<file path="src/logic/bmc_regs.svh">
// Constants for the host bus front end: field positions, reset values and widths.
`ifndef BMC_REGS_SVH
`define BMC_REGS_SVH

`define BMC_PORT_WIDTH     8
`define BMC_ADDR_WIDTH     20
`define BMC_BURST_SHIFT    4
`define BMC_ADDR_RESET     20'h00000
`define BMC_PORT_RESET     8'h00
`define BMC_STATE_RESET    3'h1

`endif

</file>
<file path="src/logic/bmc_pkg.sv">
// Types shared by the host bus front end modules.
`default_nettype none
package bmc_pkg;

    // Wiring of the two address/data ports.
    typedef enum logic [1:0] {
        BMC_BUS_MUX    = 2'h0,
        BMC_BUS_NONMUX = 2'h1,
        BMC_BUS_PAGE   = 2'h2,
        BMC_BUS_BURST  = 2'h3
    } bmc_bus_mode_type;

    typedef enum logic {
        BMC_C0_WRITE_STROBE = 1'h0,
        BMC_C0_DIRECTION    = 1'h1
    } bmc_ctl0_mode_type;

    typedef enum logic [1:0] {
        BMC_C1_READ_STROBE = 2'h0,
        BMC_C1_PHASE_CLOCK = 2'h1,
        BMC_C1_DATA_STROBE = 2'h2,
        BMC_C1_FETCH_READ  = 2'h3
    } bmc_ctl1_mode_type;

    typedef enum logic {
        BMC_C2_FETCH   = 1'h0,
        BMC_C2_GENERIC = 1'h1
    } bmc_ctl2_mode_type;

    typedef enum logic [2:0] {
        BMC_STATE_IDLE = 3'h1,
        BMC_STATE_ADDR = 3'h2,
        BMC_STATE_DATA = 3'h4
    } bmc_state_type;

    typedef struct packed {
        bmc_bus_mode_type  bus;
        bmc_ctl0_mode_type ctl0;
        bmc_ctl1_mode_type ctl1;
        bmc_ctl2_mode_type ctl2;
    } bmc_cfg_type;

    // Control terms offered to the decode and logic arrays.
    typedef struct packed {
        logic       read;
        logic       write;
        logic       code;
        logic       phase;
        logic       generic;
        logic [2:0] raw;
    } bmc_ctrl_type;

endpackage : bmc_pkg
`default_nettype wire

</file>
<file path="src/logic/bmc_ctl_decode.sv">
// Interprets the three control inputs according to the configured host type.
`timescale 1ns/1ns
`default_nettype none
module bmc_ctl_decode
    import bmc_pkg::*;
(
    // Configuration.
    input  wire bmc_cfg_type  cfg_in,
    // Control pins.
    input  wire logic         control_input_zero_in,
    input  wire logic         control_input_one_in,
    input  wire logic         control_input_two_in,
    // Decoded terms.
    output var bmc_ctrl_type  ctrl_out
);

    wire dir_mode     = (cfg_in.ctl0 == BMC_C0_DIRECTION);
    wire dir_read     = control_input_zero_in;
    wire write_strobe = ~control_input_zero_in;
    wire phase_clock  = (cfg_in.ctl1 == BMC_C1_PHASE_CLOCK) & control_input_one_in;
    wire data_strobe_n = control_input_one_in;
    wire strobe_mode  = (cfg_in.ctl1 == BMC_C1_PHASE_CLOCK) ||
                        (cfg_in.ctl1 == BMC_C1_DATA_STROBE);
    wire cycle_qual   = (cfg_in.ctl1 == BMC_C1_PHASE_CLOCK) ? phase_clock : ~data_strobe_n;
    wire read_low     = ~control_input_one_in;
    wire fetch_mode   = (cfg_in.ctl2 == BMC_C2_FETCH);
    wire code_cycle   = fetch_mode & ~control_input_two_in;

    // A direction line only means something while the cycle qualifier is on.
    wire read_dir     = dir_mode & strobe_mode & cycle_qual & dir_read;
    wire write_dir    = dir_mode & strobe_mode & cycle_qual & ~dir_read;
    wire read_plain   = ~strobe_mode & read_low;
    wire write_plain  = ~dir_mode & write_strobe;

    assign ctrl_out.read    = read_dir | read_plain | code_cycle;
    assign ctrl_out.write   = write_dir | write_plain;
    assign ctrl_out.code    = code_cycle;
    assign ctrl_out.phase   = strobe_mode & cycle_qual;
    assign ctrl_out.generic = ~fetch_mode & control_input_two_in;
    assign ctrl_out.raw     = {control_input_two_in, control_input_one_in,
                               control_input_zero_in};

endmodule : bmc_ctl_decode
`default_nettype wire

</file>
<file path="src/logic/bmc_front_end.sv">
// Host bus front end: address latch, control decode and read data drive.
`timescale 1ns/1ns
`default_nettype none
`include "bmc_regs.svh"
module bmc_front_end
    import bmc_pkg::*;
#(
    parameter int PORT_W = `BMC_PORT_WIDTH,
    parameter int ADDR_W = `BMC_ADDR_WIDTH
) (
    // Clock and reset.
    input  wire logic                 clk_in,
    input  wire logic                 reset_n_in,
    // Configuration.
    input  wire bmc_cfg_type          cfg_in,
    // Lower address/data port.
    input  wire logic [PORT_W-1:0]    lower_addr_data_port_in,
    output logic      [PORT_W-1:0]    lower_addr_data_port_out,
    output logic                      lower_addr_data_port_oe_out,
    // Upper address/data port.
    input  wire logic [PORT_W-1:0]    upper_addr_data_port_in,
    output logic      [PORT_W-1:0]    upper_addr_data_port_out,
    output logic                      upper_addr_data_port_oe_out,
    // Control inputs.
    input  wire logic                 address_strobe_in,
    input  wire logic                 control_input_zero_in,
    input  wire logic                 control_input_one_in,
    input  wire logic                 control_input_two_in,
    // Internal block side.
    input  wire logic                 block_select_in,
    input  wire logic [2*PORT_W-1:0]  read_data_in,
    // Decode array side.
    output logic      [ADDR_W-1:0]    pld_addr_out,
    output var bmc_ctrl_type          pld_ctrl_out,
    output logic                      bus_cycle_out
);

    bmc_ctrl_type         ctrl_dec;
    bmc_state_type        state_reg;
    bmc_state_type        state_next;
    logic [2*PORT_W-1:0]  addr_latch_reg;
    logic [ADDR_W-1:0]    pld_addr_next;
    logic [2*PORT_W-1:0]  drive_data_next;

    bmc_ctl_decode u_ctl_decode (
        .cfg_in                (cfg_in),
        .control_input_zero_in (control_input_zero_in),
        .control_input_one_in  (control_input_one_in),
        .control_input_two_in  (control_input_two_in),
        .ctrl_out              (ctrl_dec)
    );

    wire [2*PORT_W-1:0] port_word = {upper_addr_data_port_in, lower_addr_data_port_in};
    wire mode_nonmux = (cfg_in.bus == BMC_BUS_NONMUX);
    wire mode_page   = (cfg_in.bus == BMC_BUS_PAGE);
    wire mode_burst  = (cfg_in.bus == BMC_BUS_BURST);
    wire mode_mux    = (cfg_in.bus == BMC_BUS_MUX);

    // The data lanes depend on which port carries multiplexed lines.
    wire lane_low  = mode_mux | mode_burst;
    wire lane_high = mode_page | mode_burst;

    // Drive is held off while the address is still on the wires and on any write.
    wire read_go   = ctrl_dec.read & block_select_in & ~ctrl_dec.write &
                     ~address_strobe_in;

    // A non-multiplexed host keeps the address valid, so it passes straight through.
    wire [2*PORT_W-1:0] addr_word = mode_nonmux ? port_word : addr_latch_reg;

    // Page mode puts the low data byte on the upper lanes.
    wire [PORT_W-1:0] high_byte = mode_page ? read_data_in[PORT_W-1:0]
                                            : read_data_in[2*PORT_W-1:PORT_W];

    always_comb begin
        pld_addr_next = '0;
        if (mode_burst) begin
            pld_addr_next[ADDR_W-1:`BMC_BURST_SHIFT] =
                addr_word[ADDR_W-`BMC_BURST_SHIFT-1:0];
        end else begin
            pld_addr_next[2*PORT_W-1:0] = addr_word;
        end
    end

    always_comb begin
        drive_data_next = {high_byte, read_data_in[PORT_W-1:0]};
    end

    always_comb begin
        case (state_reg)
            BMC_STATE_IDLE: begin
                state_next = address_strobe_in ? BMC_STATE_ADDR : BMC_STATE_IDLE;
            end
            BMC_STATE_ADDR: begin
                state_next = address_strobe_in ? BMC_STATE_ADDR :
                             (ctrl_dec.read | ctrl_dec.write) ? BMC_STATE_DATA : BMC_STATE_IDLE;
            end
            BMC_STATE_DATA: begin
                state_next = address_strobe_in ? BMC_STATE_ADDR :
                             (ctrl_dec.read | ctrl_dec.write) ? BMC_STATE_DATA : BMC_STATE_IDLE;
            end
            default: begin
                state_next = BMC_STATE_IDLE;
            end
        endcase
    end

    // Reset returns latch, port drivers and array terms to their idle values.
    always_ff @(posedge clk_in or negedge reset_n_in) begin
        if (!reset_n_in) begin
            addr_latch_reg <= {`BMC_PORT_RESET, `BMC_PORT_RESET};
        end else if (address_strobe_in) begin
            addr_latch_reg <= port_word;
        end
    end

    always_ff @(posedge clk_in or negedge reset_n_in) begin
        if (!reset_n_in) begin
            state_reg <= BMC_STATE_IDLE;
        end else begin
            state_reg <= state_next;
        end
    end

    always_ff @(posedge clk_in or negedge reset_n_in) begin
        if (!reset_n_in) begin
            pld_addr_out <= `BMC_ADDR_RESET;
            pld_ctrl_out <= '0;
        end else begin
            pld_addr_out <= pld_addr_next;
            pld_ctrl_out <= ctrl_dec;
        end
    end

    always_ff @(posedge clk_in or negedge reset_n_in) begin
        if (!reset_n_in) begin
            lower_addr_data_port_oe_out <= 1'b0;
            upper_addr_data_port_oe_out <= 1'b0;
            lower_addr_data_port_out    <= `BMC_PORT_RESET;
            upper_addr_data_port_out    <= `BMC_PORT_RESET;
        end else begin
            lower_addr_data_port_oe_out <= read_go & lane_low;
            upper_addr_data_port_oe_out <= read_go & lane_high;
            lower_addr_data_port_out    <= drive_data_next[PORT_W-1:0];
            upper_addr_data_port_out    <= drive_data_next[2*PORT_W-1:PORT_W];
        end
    end

    always_ff @(posedge clk_in or negedge reset_n_in) begin
        if (!reset_n_in) begin
            bus_cycle_out <= 1'b0;
        end else begin
            bus_cycle_out <= (state_next == BMC_STATE_DATA);
        end
    end
endmodule : bmc_front_end
`default_nettype wire

</file>
<file path="config.mk">
export PLATFORM = sky130hd
export DESIGN_NAME = bmc_front_end
export DESIGN_NICKNAME = d
export VERILOG_FILES = /design/src/logic/bmc_pkg.sv /design/src/logic/bmc_ctl_decode.sv /design/src/logic/bmc_front_end.sv
export VERILOG_INCLUDE_DIRS = /design/src /design/src/logic
export SDC_FILE = /design/constraint.sdc
export NUM_CORES = 1
export LEC_CHECK = 0
export BUFFER_PORTS_ARGS = -buffer_cell sky130_fd_sc_hd__buf_2
export CORE_MARGIN = 2
export CORE_UTILIZATION = 40
export DETAILED_ROUTE_END_ITERATION = 16
export GPL_TIMING_DRIVEN = 0
export PLACE_DENSITY_LB_ADDON = 0.05
export SYNTH_ARGS = -nofsm -noshare
export SYNTH_HDL_FRONTEND = slang
export SYNTH_SLANG_ARGS = --single-unit
</file>
<file path="constraint.sdc">
create_clock -name clk_in -period 1.3 [get_ports clk_in]
set_clock_uncertainty 0.2 [all_clocks]
set_input_delay 0.26 -clock clk_in [delete_from_list [all_inputs] [get_ports clk_in]]
set_output_delay 0.26 -clock clk_in [all_outputs]
set_load 0.1 [all_outputs]
</file>
==> qor.yml, run 1 <==
synth:
  yosysSeqAreaShare_pct: 63.82
  synth_warnings: 0
  synth_nets: 210
  netlist_instances: 161
  ys_types: 26
  netlist_area_um2: 2590
  synth-seq-cells: 66
  synth_area_per_cell_um2: 16.09
sta:
  relSlewSlack_pct: 44.67
  finalWorstSetupSlack_ns: -0.09354
  whs_ns: -0.1839
  finalWorstPathRequiredPeriod_ns: 1.394
  hold_viol_final: 65
  rsz0062_at_grt: "yes"
  setup_viol: 47
  drv_slew: 0
  min_period_over_period_pct: 107.2
  fmax_mhz: 717.6
  worstMarginPinSlew_ns: 0.8299
finish:
  drive_gt1_share_pct: 67.32
  fin_cells: 383
  fin_area_um2: 4324
  diodes: 0
  largest_reg_flops: 20
  syn_to_final_growth_pct: 66.96
  final_cell_mix: "dfrtp_2, buf_2, dlygate4sd3_1"
  final_nets: 350
  postLayoutCoreUtil_pct: 68.49
  layout_commonest_cell: "dfrtp_2"
flow_run:
  drv_cap: 0
setup_path:
  r2r_setup_slack_ns: 0.04
  crit_slowest_cell: "dfrtp_2"
  crit_chain: "buf_12"
  max_stage_delay_ns: 0.43
  start_kind: "flip-flop"
  critPathTopFamily: "flip-flops"
  arrival_ns: 0.93
  crit_buf_inv: 1
  timing.rr.end: "state_reg[0]$_DFF_PN1_"
  worstRegToRegCells: 3
  path_max_fanout: 1
  critPathKind: "flip-flop to output pin"
  end_kind: "output pin"
  critical_path_required_ns: 0.84
  r2r_start: "state_reg[0]$_DFF_PN1_"
global_route:
  gr-total-overflow: 0
  grt_max_degree: 67
  grt_pass1_vias: 1941
  antenna_found_initial: 0
  grt_pass1_wl_mm: 9.522
  gr-usage-all-layers_pct: 17.57
drt:
  wl_per_cell_um: 15.34
  ant_nets: 0
  vias: 1850
  dr.pass1.iters: 7
  drt_iter0_drc: 66
  wirelength_mm: 5.874
  drc: 0
  viasPerCell: 4.830
clock_tree:
  postCtsHoldBufs: 38
  cts.clk_slew.worst_paths_ns: 0.07
  ctsHtreeMaxLevel: 3
  cts-root-buf: "clkbuf_8"
  cts_setup_buffers: 0
  cts_num_sinks: 66
  clock_path_buffers: 2
  cts_tree: "built"
  clock_latency_ns: 0.34
  cts_buffers: 9
hold_path:
  worstHoldPathType: "primary input to asynchronous set/reset pin"
place:
  portBuffers: 90
  dpl_cell_area_um2: 3269
  hpwl_mm: 3.427
  routabilityCongestion: 0.6998
  placed_cells: 328
floorplanning:
  fp.dieW_um: 84.47
  core_area_um2: 6314
  die_y_um: 84.47
  dieArea_um2: 7134
  start_util_pct: 41.02
  ios: 92
  num_rows: 29
outcome:
  violations: "negative hold slack, negative setup slack"
  status: "finished, violations left"
power:
  vdd_drop_max_v: 0.0008325
  power_mw: 6.180
  power_density_nw_per_um2: 1429
  leakage_nw: 1.892
==> synthesized netlist by cell type, drive strengths merged <==
| cell type | n | share of area, % |
|---|---|---|
| a311oi | 1 | 0.34 |
| mux4 | 12 | 10 |
| and2b | 1 | 0.29 |
| buf | 3 | 0.58 |
| xnor2 | 2 | 0.97 |
| nand4 | 1 | 0.24 |
| o21a | 1 | 0.29 |
| clkbuf | 4 | 0.58 |
| o211a | 1 | 0.39 |
| dfstp | 1 | 1.0 |
| inv | 6 | 0.87 |
| dfrtp | 65 | 63 |
| o221ai | 1 | 0.34 |
| xor2 | 2 | 0.68 |
| and2 | 2 | 0.48 |
| ha | 4 | 1.9 |
| o21ai | 2 | 0.39 |
| nor2 | 8 | 1.2 |
| mux2i | 8 | 3.1 |
| a21oi | 2 | 0.39 |
| a31oi | 1 | 0.24 |
| nor2b | 4 | 0.97 |
| nand2 | 3 | 0.43 |
| mux2 | 24 | 10 |
| a2111oi | 2 | 0.68 |
==> how the worst max path moves through the flow <==
stage | start | slack (ns) | end | depth (start not counted)
detailed placement | cfg_in[5] | -0.58 | pld_addr_out[14]$_DFF_PN0_ | 4
global placement | reset_n_in | -0.63 | pld_ctrl_out[7]$_DFF_PN0_ | 1
floorplan | cfg_in[2] | -0.14 | lower_addr_data_port_oe_out$_DFF_PN0_ | 6
finish | pld_addr_out[11]$_DFF_PN0_ | -0.09 | pld_addr_out[11] | 1
global route | pld_addr_out[7]$_DFF_PN0_ | -0.12 | pld_addr_out[7] | 1
CTS | pld_addr_out[11]$_DFF_PN0_ | -0.11 | pld_addr_out[11] | 1
==> final cells by class <==
| class | instances | area (µm²) |
|---|---|---|
| Tap cell | 77 | 96.34 |
| Buffer | 7 | 68.82 |
| Fill cell | 458 | 1989 |
| Multi-Input combinational cell | 82 | 949.7 |
| Clock inverter | 2 | 35.03 |
| Clock buffer | 14 | 162.7 |
| Timing Repair Buffer | 129 | 1254 |
| Sequential cell | 66 | 1710 |
| Inverter | 6 | 47.55 |
==> where the power goes <==
group	leakage [nW]	switching (mW)	internal, mW	total [mW]
combinational	1.05	1.30	0.699	2.00
sequential	0.742	0.150	2.29	2.44
clock	0.101	0.749	0.991	1.74
==> metal layers <==
metal,global-route usage (%),routed length (µm),up-vias
li1,-,-,854
met4,9.380,130,0
met5,0,0,-
met3,5.015,370,12
met1,22.75,2378,919
met2,26.98,2994,65
==> metrics by stage <==
step                setup slack [ns]  TNS [ns]
floorplan                    -0.1401    -1.662
global placement             -0.6322    -51.37
detailed placement           -0.5844    -12.34
CTS                          -0.1120    -4.457
global route                 -0.1244    -5.228
finish                      -0.09354    -3.620
==> repair_timing <==
| item | CTS | global route |
|---|---|---|
| pin swaps | 3 | 6 |
| hold endpoints to repair | 104 | 65 |
| setup endpoints to repair | 54 | 54 |
| gates resized for setup | 115 | 24 |
| cloned | 0 | 1 |
==> logic make-up (layout without fill, tap and decap cells) <==
kind of cell	Yosys count	count (layout)	synth area share, %
adders and majority gates	4	4	1.932
AOI/OAI and AO/OA	11	11	3.044
and+or+nand+nor	19	19	3.575
buffers and inverters	13	158	2.029
muxes	44	44	23.96
xor gates and xnor gates	4	4	1.643
DFF	66	66	63.82
Note: power is estimated with default switching activity, not from simulation.
==> run 2, diff against run 1 <==
BUFFER_PORTS_ARGS = default   (was -buffer_cell sky130_fd_sc_hd__buf_2)
CAP_MARGIN = 20   (was default)
DONT_BUFFER_PORTS = 1   (was default)
SLEW_MARGIN = 0   (was default)
==> run 2 against run 1 <==
Compared with the run above:
- hold slack lost 0.40 ns
- first-iteration DRC count down 17%
- sequential share of layout area rose by 11 points
- via count down 17%
- routed wire length is 10% lower
- the run still ends with negative hold slack, negative setup slack left
- critical endpoint is now pld_addr_out[5]
- combinational power shrank 72%
- register-to-register slack got worse by 0.02 ns
- power down 5.0%
- count of clock-buffer cells in the layout down 5
==> qor.yml, run 2 (synthesis gave the netlist of run 1 again) <==
sta:
  finalWorstPathRequiredPeriod_ns: 1.417  # +0.02358 ns
  min_period_over_period_pct: 109.0  # +1.8 points
  setup_viol: 51  # +8.5%
  rsz0062_at_grt: "yes"
  relSlewSlack_pct: 51.59  # +6.9 points
  hold_viol_final: 69  # +6.2%
  drv_slew: 0  # unchanged
  fmax_mhz: 705.7  # -1.7%
  whs_ns: -0.5869  # -0.4030 ns
  worstMarginPinSlew_ns: 0.7261  # -0.1038 ns
  finalSetupTns_ns: -5.330  # -1.710 ns
  finalWorstSetupSlack_ns: -0.1171  # -0.02358 ns
power:
  power_mw: 5.869  # -5.0%
  leakage_nw: 1.416  # -25%
  power.switching_mw: 2.096  # -4.5%
  p_seq_share_pct: 58.6  # +19 points
  p_clk_share_pct: 31.7  # +3.5 points
  p_int_mw: 3.773  # -5.3%
  vdd_drop_max_v: 0.0008696  # +4.5%
  power_density_nw_per_um2: 1635  # +14%
  netSwitchingFraction_pct: 35.72  # +0.19 points
  comb_power_share_pct: 9.7  # -23 points
outcome:
  violations: "negative hold slack, negative setup slack"
  status: "finished, violations left"
floorplanning:
  core_area_um2: 6314  # unchanged
  start_util_pct: 41.02  # unchanged
  dieArea_um2: 7134  # unchanged
  die_y_um: 84.47  # unchanged
  fp.dieW_um: 84.47  # unchanged
  num_rows: 29  # unchanged
  ios: 92  # unchanged
finish:
  final_nets: 260  # -26%
  syn_to_final_growth_pct: 38.60
  drive_gt1_share_pct: 54.17  # -13 points
  layout_commonest_cell: "dfrtp_4"
  diodes: 0  # unchanged
  n_fill_cell: 510  # +11%
  postLayoutCoreUtil_pct: 56.86  # -12 points
  final_cell_mix: "dfrtp_4, dlygate4sd3_1, mux2_2"
  fin_cells: 293  # -23%
  fin_area_um2: 3590  # -17%
  largest_reg_flops: 20  # unchanged
clock_tree:
  cts_num_sinks: 66  # unchanged
  cts_buffers: 9  # unchanged
  cts-root-buf: "clkbuf_8"
  clock_latency_ns: 0.33  # about the same
  cts.clk_slew.worst_paths_ns: 0.07  # about the same
  cts_tree: "built"
  ctsHtreeMaxLevel: 3  # unchanged
  cts_setup_buffers: 0  # unchanged
  clock_path_buffers: 2  # unchanged
global_route:
  gr-total-overflow: 0  # unchanged
  gr-usage-all-layers_pct: 16.03  # -1.5 points
  antenna_found_initial: 0  # unchanged
  grt_pass1_wl_mm: 8.645  # -9.2%
  grt_max_degree: 67  # unchanged
  grt_pass1_vias: 1705  # -12%
setup_path:
  arrival_ns: 0.96  # +0.03 ns
  worstRegToRegCells: 3  # unchanged
  critical_path_required_ns: 0.84  # about the same
  critPathKind: "flip-flop to output pin"
  end_kind: "output pin"
  start_kind: "flip-flop"
  cp_num_cells: 0  # -1
  path_max_fanout: 1  # unchanged
place:
  dp_slack_ns: -0.3357  # +0.2487 ns
  routabilityCongestion: 0.7234  # +3.4%
  hpwl_mm: 3.321  # -3.1%
  portBuffers: 0  # -100%
  dpl_cell_area_um2: 2816  # -14%
  placed_cells: 238  # -27%
flow_run:
  drv_cap: 0  # unchanged
drt:
  viasPerCell: 5.239  # +8.5%
  drt_iter0_drc: 55  # -17%
  ant_nets: 0  # unchanged
  wirelength_mm: 5.274  # -10%
  dr.pass1.iters: 4  # -3
  wl_per_cell_um: 18.00  # +17%
  vias: 1535  # -17%
  drc: 0  # unchanged
hold_path:
  worstHoldPathType: "primary input to asynchronous set/reset pin"
==> run 2: cell types whose count changed in the layout (fill, tap and decap cells not counted), sizes merged <==
cell	change
dlymetal6s4s	+3
dlygate4sd3	-2
buf	-90
clkinvlp	+2
clkbuf	-6
clkinv	+2
bufinv	+1
==> run 2: layer usage <==
layer | global-route usage (%) | wire length [µm]
met1 | 18.00 | 2006
met2 | 27.20 | 2850
met3 | 7.178 | 347
met4 | 5.628 | 70
met5 | 0 | 0
==> run 2: area by class of cell <==
class                           count  area (µm²)  area share [%]
Buffer                              7       53.80           1.499
Sequential cell                    66        1829           50.96
Timing Repair Buffer               39       397.9           11.08
Multi-Input combinational cell     82       947.2           26.39
Inverter                            6       47.55           1.325
Clock inverter                      7       93.84           2.614
Clock buffer                        9       123.9           3.451
Tap cell                           77       96.34           2.684
==> run 2: path summary, 6_finish.rpt <==
check / from / to / slack [ns]
min in group clk_in: control_input_zero_in / pld_ctrl_out[0]$_DFF_PN0_ / -0.25
worst max register to register: state_reg[0]$_DFF_PN1_ / state_reg[0]$_DFF_PN1_ / 0.02
max in group asynchronous: reset_n_in / state_reg[0]$_DFF_PN1_ / 1.29
worst max-delay path: pld_addr_out[5]$_DFF_PN0_ / pld_addr_out[5] / -0.12
worst min register to register: addr_latch_reg[15]$_DFFE_PN0P_ / addr_latch_reg[15]$_DFFE_PN0P_ / 0.33
worst min-delay path: reset_n_in / pld_addr_out[13]$_DFF_PN0_ / -0.59
==> run 2: what timing repair did <==
item,4_1_cts,5_1_grt
endpoints found under the hold margin,129,71
endpoints found under the setup margin,49,56
resized for setup,52,10
pin swaps,1,1
gates cloned,0,0
hold buffers,38,2
==> run 2: power by group through the flow <==
stage / registers [mW] / clock network [mW] / logic (mW)
2_1_floorplan: 3.37 / 0 / 0.355
3_3_place_gp: 3.40 / 0 / 0.395
3_5_place_dp: 3.40 / 0 / 0.414
4_1_cts: 3.44 / 1.92 / 0.543
5_1_grt: 3.47 / 2.03 / 0.616
6_report: 3.44 / 1.86 / 0.568
==> run 3, diff against run 2 <==
ABC_AREA = 1   (was default)
==> run 3 against run 2 <==
Compared with the run above:
- the run still ends with negative hold slack, negative setup slack left
- synthesized area up 1.3%
- clock power down 20%
- worst setup slack worse by 0.0062 ns
- non-clock buffer count grew 7
- hold slack lost 0.0041 ns
- synthesized cell count rose by 49%
- first-iteration DRC count is 53% higher
==> qor.yml, run 3 <==
sta:
  worstMarginPinSlew_ns: 0.3018  # -0.4243 ns
  finalWorstSetupSlack_ns: -0.1233  # -0.006195 ns
  fmax_mhz: 702.6  # -0.44%
  finalSetupTns_ns: -5.507  # -0.1770 ns
  setup_viol: 47  # -7.8%
  whs_ns: -0.5911  # -0.004127 ns
  finalWorstPathRequiredPeriod_ns: 1.423  # +0.006195 ns
  min_period_over_period_pct: 109.5  # +0.48 points
  hold_viol_final: 66  # -4.3%
  rsz0062_at_grt: "yes"
  drv_slew: 0  # unchanged
  relSlewSlack_pct: 79.88  # +28 points
global_route:
  antenna_found_initial: 0  # unchanged
  grt_max_degree: 67  # unchanged
  grt_pass1_vias: 1717  # +0.70%
  grt_pass1_wl_mm: 8.894  # +2.9%
  gr-usage-all-layers_pct: 16.24  # +0.21 points
  gr-total-overflow: 0  # unchanged
clock_tree:
  cts_tree: "built"
  cts_buffers: 9  # unchanged
  cts_num_sinks: 66  # unchanged
  cts-root-buf: "clkbuf_8"
  clock_path_buffers: 2  # unchanged
  ctsHtreeMaxLevel: 3  # unchanged
  clock_latency_ns: 0.34  # about the same
  cts.clk_slew.worst_paths_ns: 0.08  # about the same
finish:
  drive_gt1_share_pct: 37.92  # -16 points
  diodes: 0  # unchanged
  largest_reg_flops: 20  # unchanged
  layout_commonest_cell: "dfrtp_4"
  final_nets: 342  # +32%
  final_cell_mix: "dfrtp_4, dlygate4sd3_1, nand2_1"
  fin_area_um2: 3512  # -2.2%
  syn_to_final_growth_pct: 33.92
synth:
  synth_ff_type: "dfrtp_1"
  synth_edf_count: 0  # unchanged
  yosys.area.top_type: "dfrtp_1"
  synthSimpleGateAreaFrac_pct: 11.74  # +8.2 points
  netlist_area_um2: 2623  # +1.3%
  synth.top_cell.area_share_pct: 62.02  # -0.78 points
  netlist_instances: 240  # +49%
  synth.most_common_cell: "dfrtp_1"
  synth_top_family_by_area: "simple AND/OR/NAND/NOR gates"
  synth_warnings: 0  # unchanged
  synth_area_per_cell_um2: 10.93  # -32%
  ys_types: 25  # -3.8%
  async_flop_share_pct: 100.0  # unchanged
  yosysSeqAreaShare_pct: 63.02  # -0.79 points
  synth_compound_area_share_pct: 10.97  # +7.9 points
  muxShareOfSynthArea_pct: 4.962  # -19 points
  synth-seq-cells: 66  # unchanged
  synthAdderAreaFrac_pct: 1.908  # -0.024 points
  synth.area.top_cells: "dfrtp_1, nand2_1, o21ai_2"
  synth-xor-area-share_pct: 0  # -1.6 points
  synth_common_cells: "dfrtp_1, nand2_1, inv_1, nor2_1, o21ai_2"
  synth_nets: 289  # +38%
floorplanning:
  dieArea_um2: 7220  # +1.2%
  fp.dieW_um: 84.97  # +0.60%
  num_rows: 29  # unchanged
  ios: 92  # unchanged
  core_area_um2: 6350  # +0.57%
  start_util_pct: 41.30  # +0.28 points
  die_y_um: 84.97  # +0.60%
power:
  leakage_nw: 1.557  # +10%
  power_density_nw_per_um2: 1516  # -7.3%
  vdd_drop_max_v: 0.0007781  # -11%
drt:
  dr.pass1.iters: 4  # unchanged
  vias: 1782  # +16%
  drt_iter0_drc: 84  # +53%
  wl_per_cell_um: 14.74  # -18%
  drc: 0  # unchanged
  ant_nets: 0  # unchanged
  wirelength_mm: 5.528  # +4.8%
  viasPerCell: 4.752  # -9.3%
setup_path:
  r2r_setup_slack_ns: 0.16  # +0.14 ns
  end_kind: "output pin"
  cp_num_cells: 0  # unchanged
  arrival_ns: 0.96  # about the same
  r2r_start: "state_reg[1]$_DFF_PN0_"
  start_kind: "flip-flop"
  timing.rr.end: "bus_cycle_out$_DFF_PN0_"
  path_max_fanout: 1  # unchanged
  worstRegToRegCells: 4  # +1
  critical_path_required_ns: 0.84  # about the same
  critPathKind: "flip-flop to output pin"
place:
  dpl_cell_area_um2: 2790  # -0.93%
  routabilityCongestion: 0.7228  # about the same
  portBuffers: 0  # unchanged
  hpwl_mm: 3.494  # +5.2%
outcome:
  status: "finished, violations left"
  violations: "negative hold slack, negative setup slack"
hold_path:
  worstHoldPathType: "primary input to asynchronous set/reset pin"
flow_run:
  drv_cap: 0  # unchanged
==> run 3: cell types whose count changed after synthesis, moves of 3 or more <==
| cell | change |
|---|---|
| a21oi_2 | +6 |
| mux2_2 | -16 |
| inv_1 | +23 |
| nand2_1 | +33 |
| o21ai_0 | +10 |
| mux2i_1 | -4 |
| nor2_1 | +21 |
| mux4_2 | -12 |
| a21oi_1 | +5 |
| clkbuf_1 | -4 |
| nor2b_1 | -4 |
| buf_6 | +3 |
| o21ai_2 | +14 |
| nand3_1 | +4 |
==> run 3: worst max path at each step <==
stage	slack [ns]	startpoint	end
global route	-0.16	pld_addr_out[9]$_DFF_PN0_	pld_addr_out[9]
CTS	-0.15	upper_addr_data_port_oe_out$_DFF_PN0_	upper_addr_data_port_oe_out
floorplan	0.02	cfg_in[2]	bus_cycle_out$_DFF_PN0_
global placement	-0.12	cfg_in[5]	pld_addr_out[12]$_DFF_PN0_
detailed placement	-0.13	cfg_in[5]	pld_addr_out[0]$_DFF_PN0_
finish	-0.12	upper_addr_data_port_out[6]$_DFF_PN0_	upper_addr_data_port_out[6]
==> run 3: worst register-to-register path: stages (launching register included) <==
cell and delay, ns:
dfrtp_1 0.38, nand2_1 0.06, nor3b_2 0.22, nand2_1 0.10, nor2_1 0.12
==> run 3: layout make-up <==
type                            instances  area (µm²)
Buffer                                 11       81.33
Clock buffer                            9       123.9
Clock inverter                          7       45.04
Fill cell                             550        2838
Inverter                               30       112.6
Multi-Input combinational cell        133       795.8
Sequential cell                        66        1829
Tap cell                               77       96.34
Timing Repair Buffer                   42       427.9
==> run 3: power breakdown <==
part / total, mW / leakage, nW / internal [mW] / switching (mW)
Sequential: 3.30 / 0.747 / 2.33 / 0.972
Clock: 1.49 / 0.0891 / 0.687 / 0.801
Combinational: 0.535 / 0.721 / 0.254 / 0.280
==> run 3: metrics by stage <==
step,utilization (%),total power [mW],std cells,setup slack (ns),hold WS [ns]
2_1_floorplan,-,3.598,240,0.02056,-0.2356
3_3_place_gp,43.94,3.691,317,-0.1234,-0.2342
3_5_place_dp,43.94,3.693,317,-0.1254,-0.2337
4_1_cts,54.60,5.375,372,-0.1455,-0.6110
5_1_grt,55.31,5.569,375,-0.1588,-0.6192
6_report,55.31,5.324,375,-0.1233,-0.5911
==> run 3: repair_timing <==
item                                    4_1_cts  5_1_grt
pin swaps                                     0        4
hold endpoints to repair                    131       68
hold buffers                                 39        2
buffers inserted                              0        1
endpoints found under the setup margin       47       52
gates resized for setup                      47        6
==> run 3: layer usage <==
metal  track usage, %  vias to the layer above  routed length, µm
met4            6.926                        0                 74
met2            23.72                       65               2594
met1            21.94                      842               2488
met5                0                        -                  0
li1                 -                      868                  -
met3            5.837                        7                371
==> run 3: cell families (layout without fill, tap and decap cells) <==
logic type / count (synthesis) / after routing
AOI/OAI and AO/OA: 42 / 42
DFF: 66 / 66
adders and majority gates: 4 / 4
buffers and inverters: 41 / 99
and+or+nand+nor: 75 / 75
muxes: 12 / 12
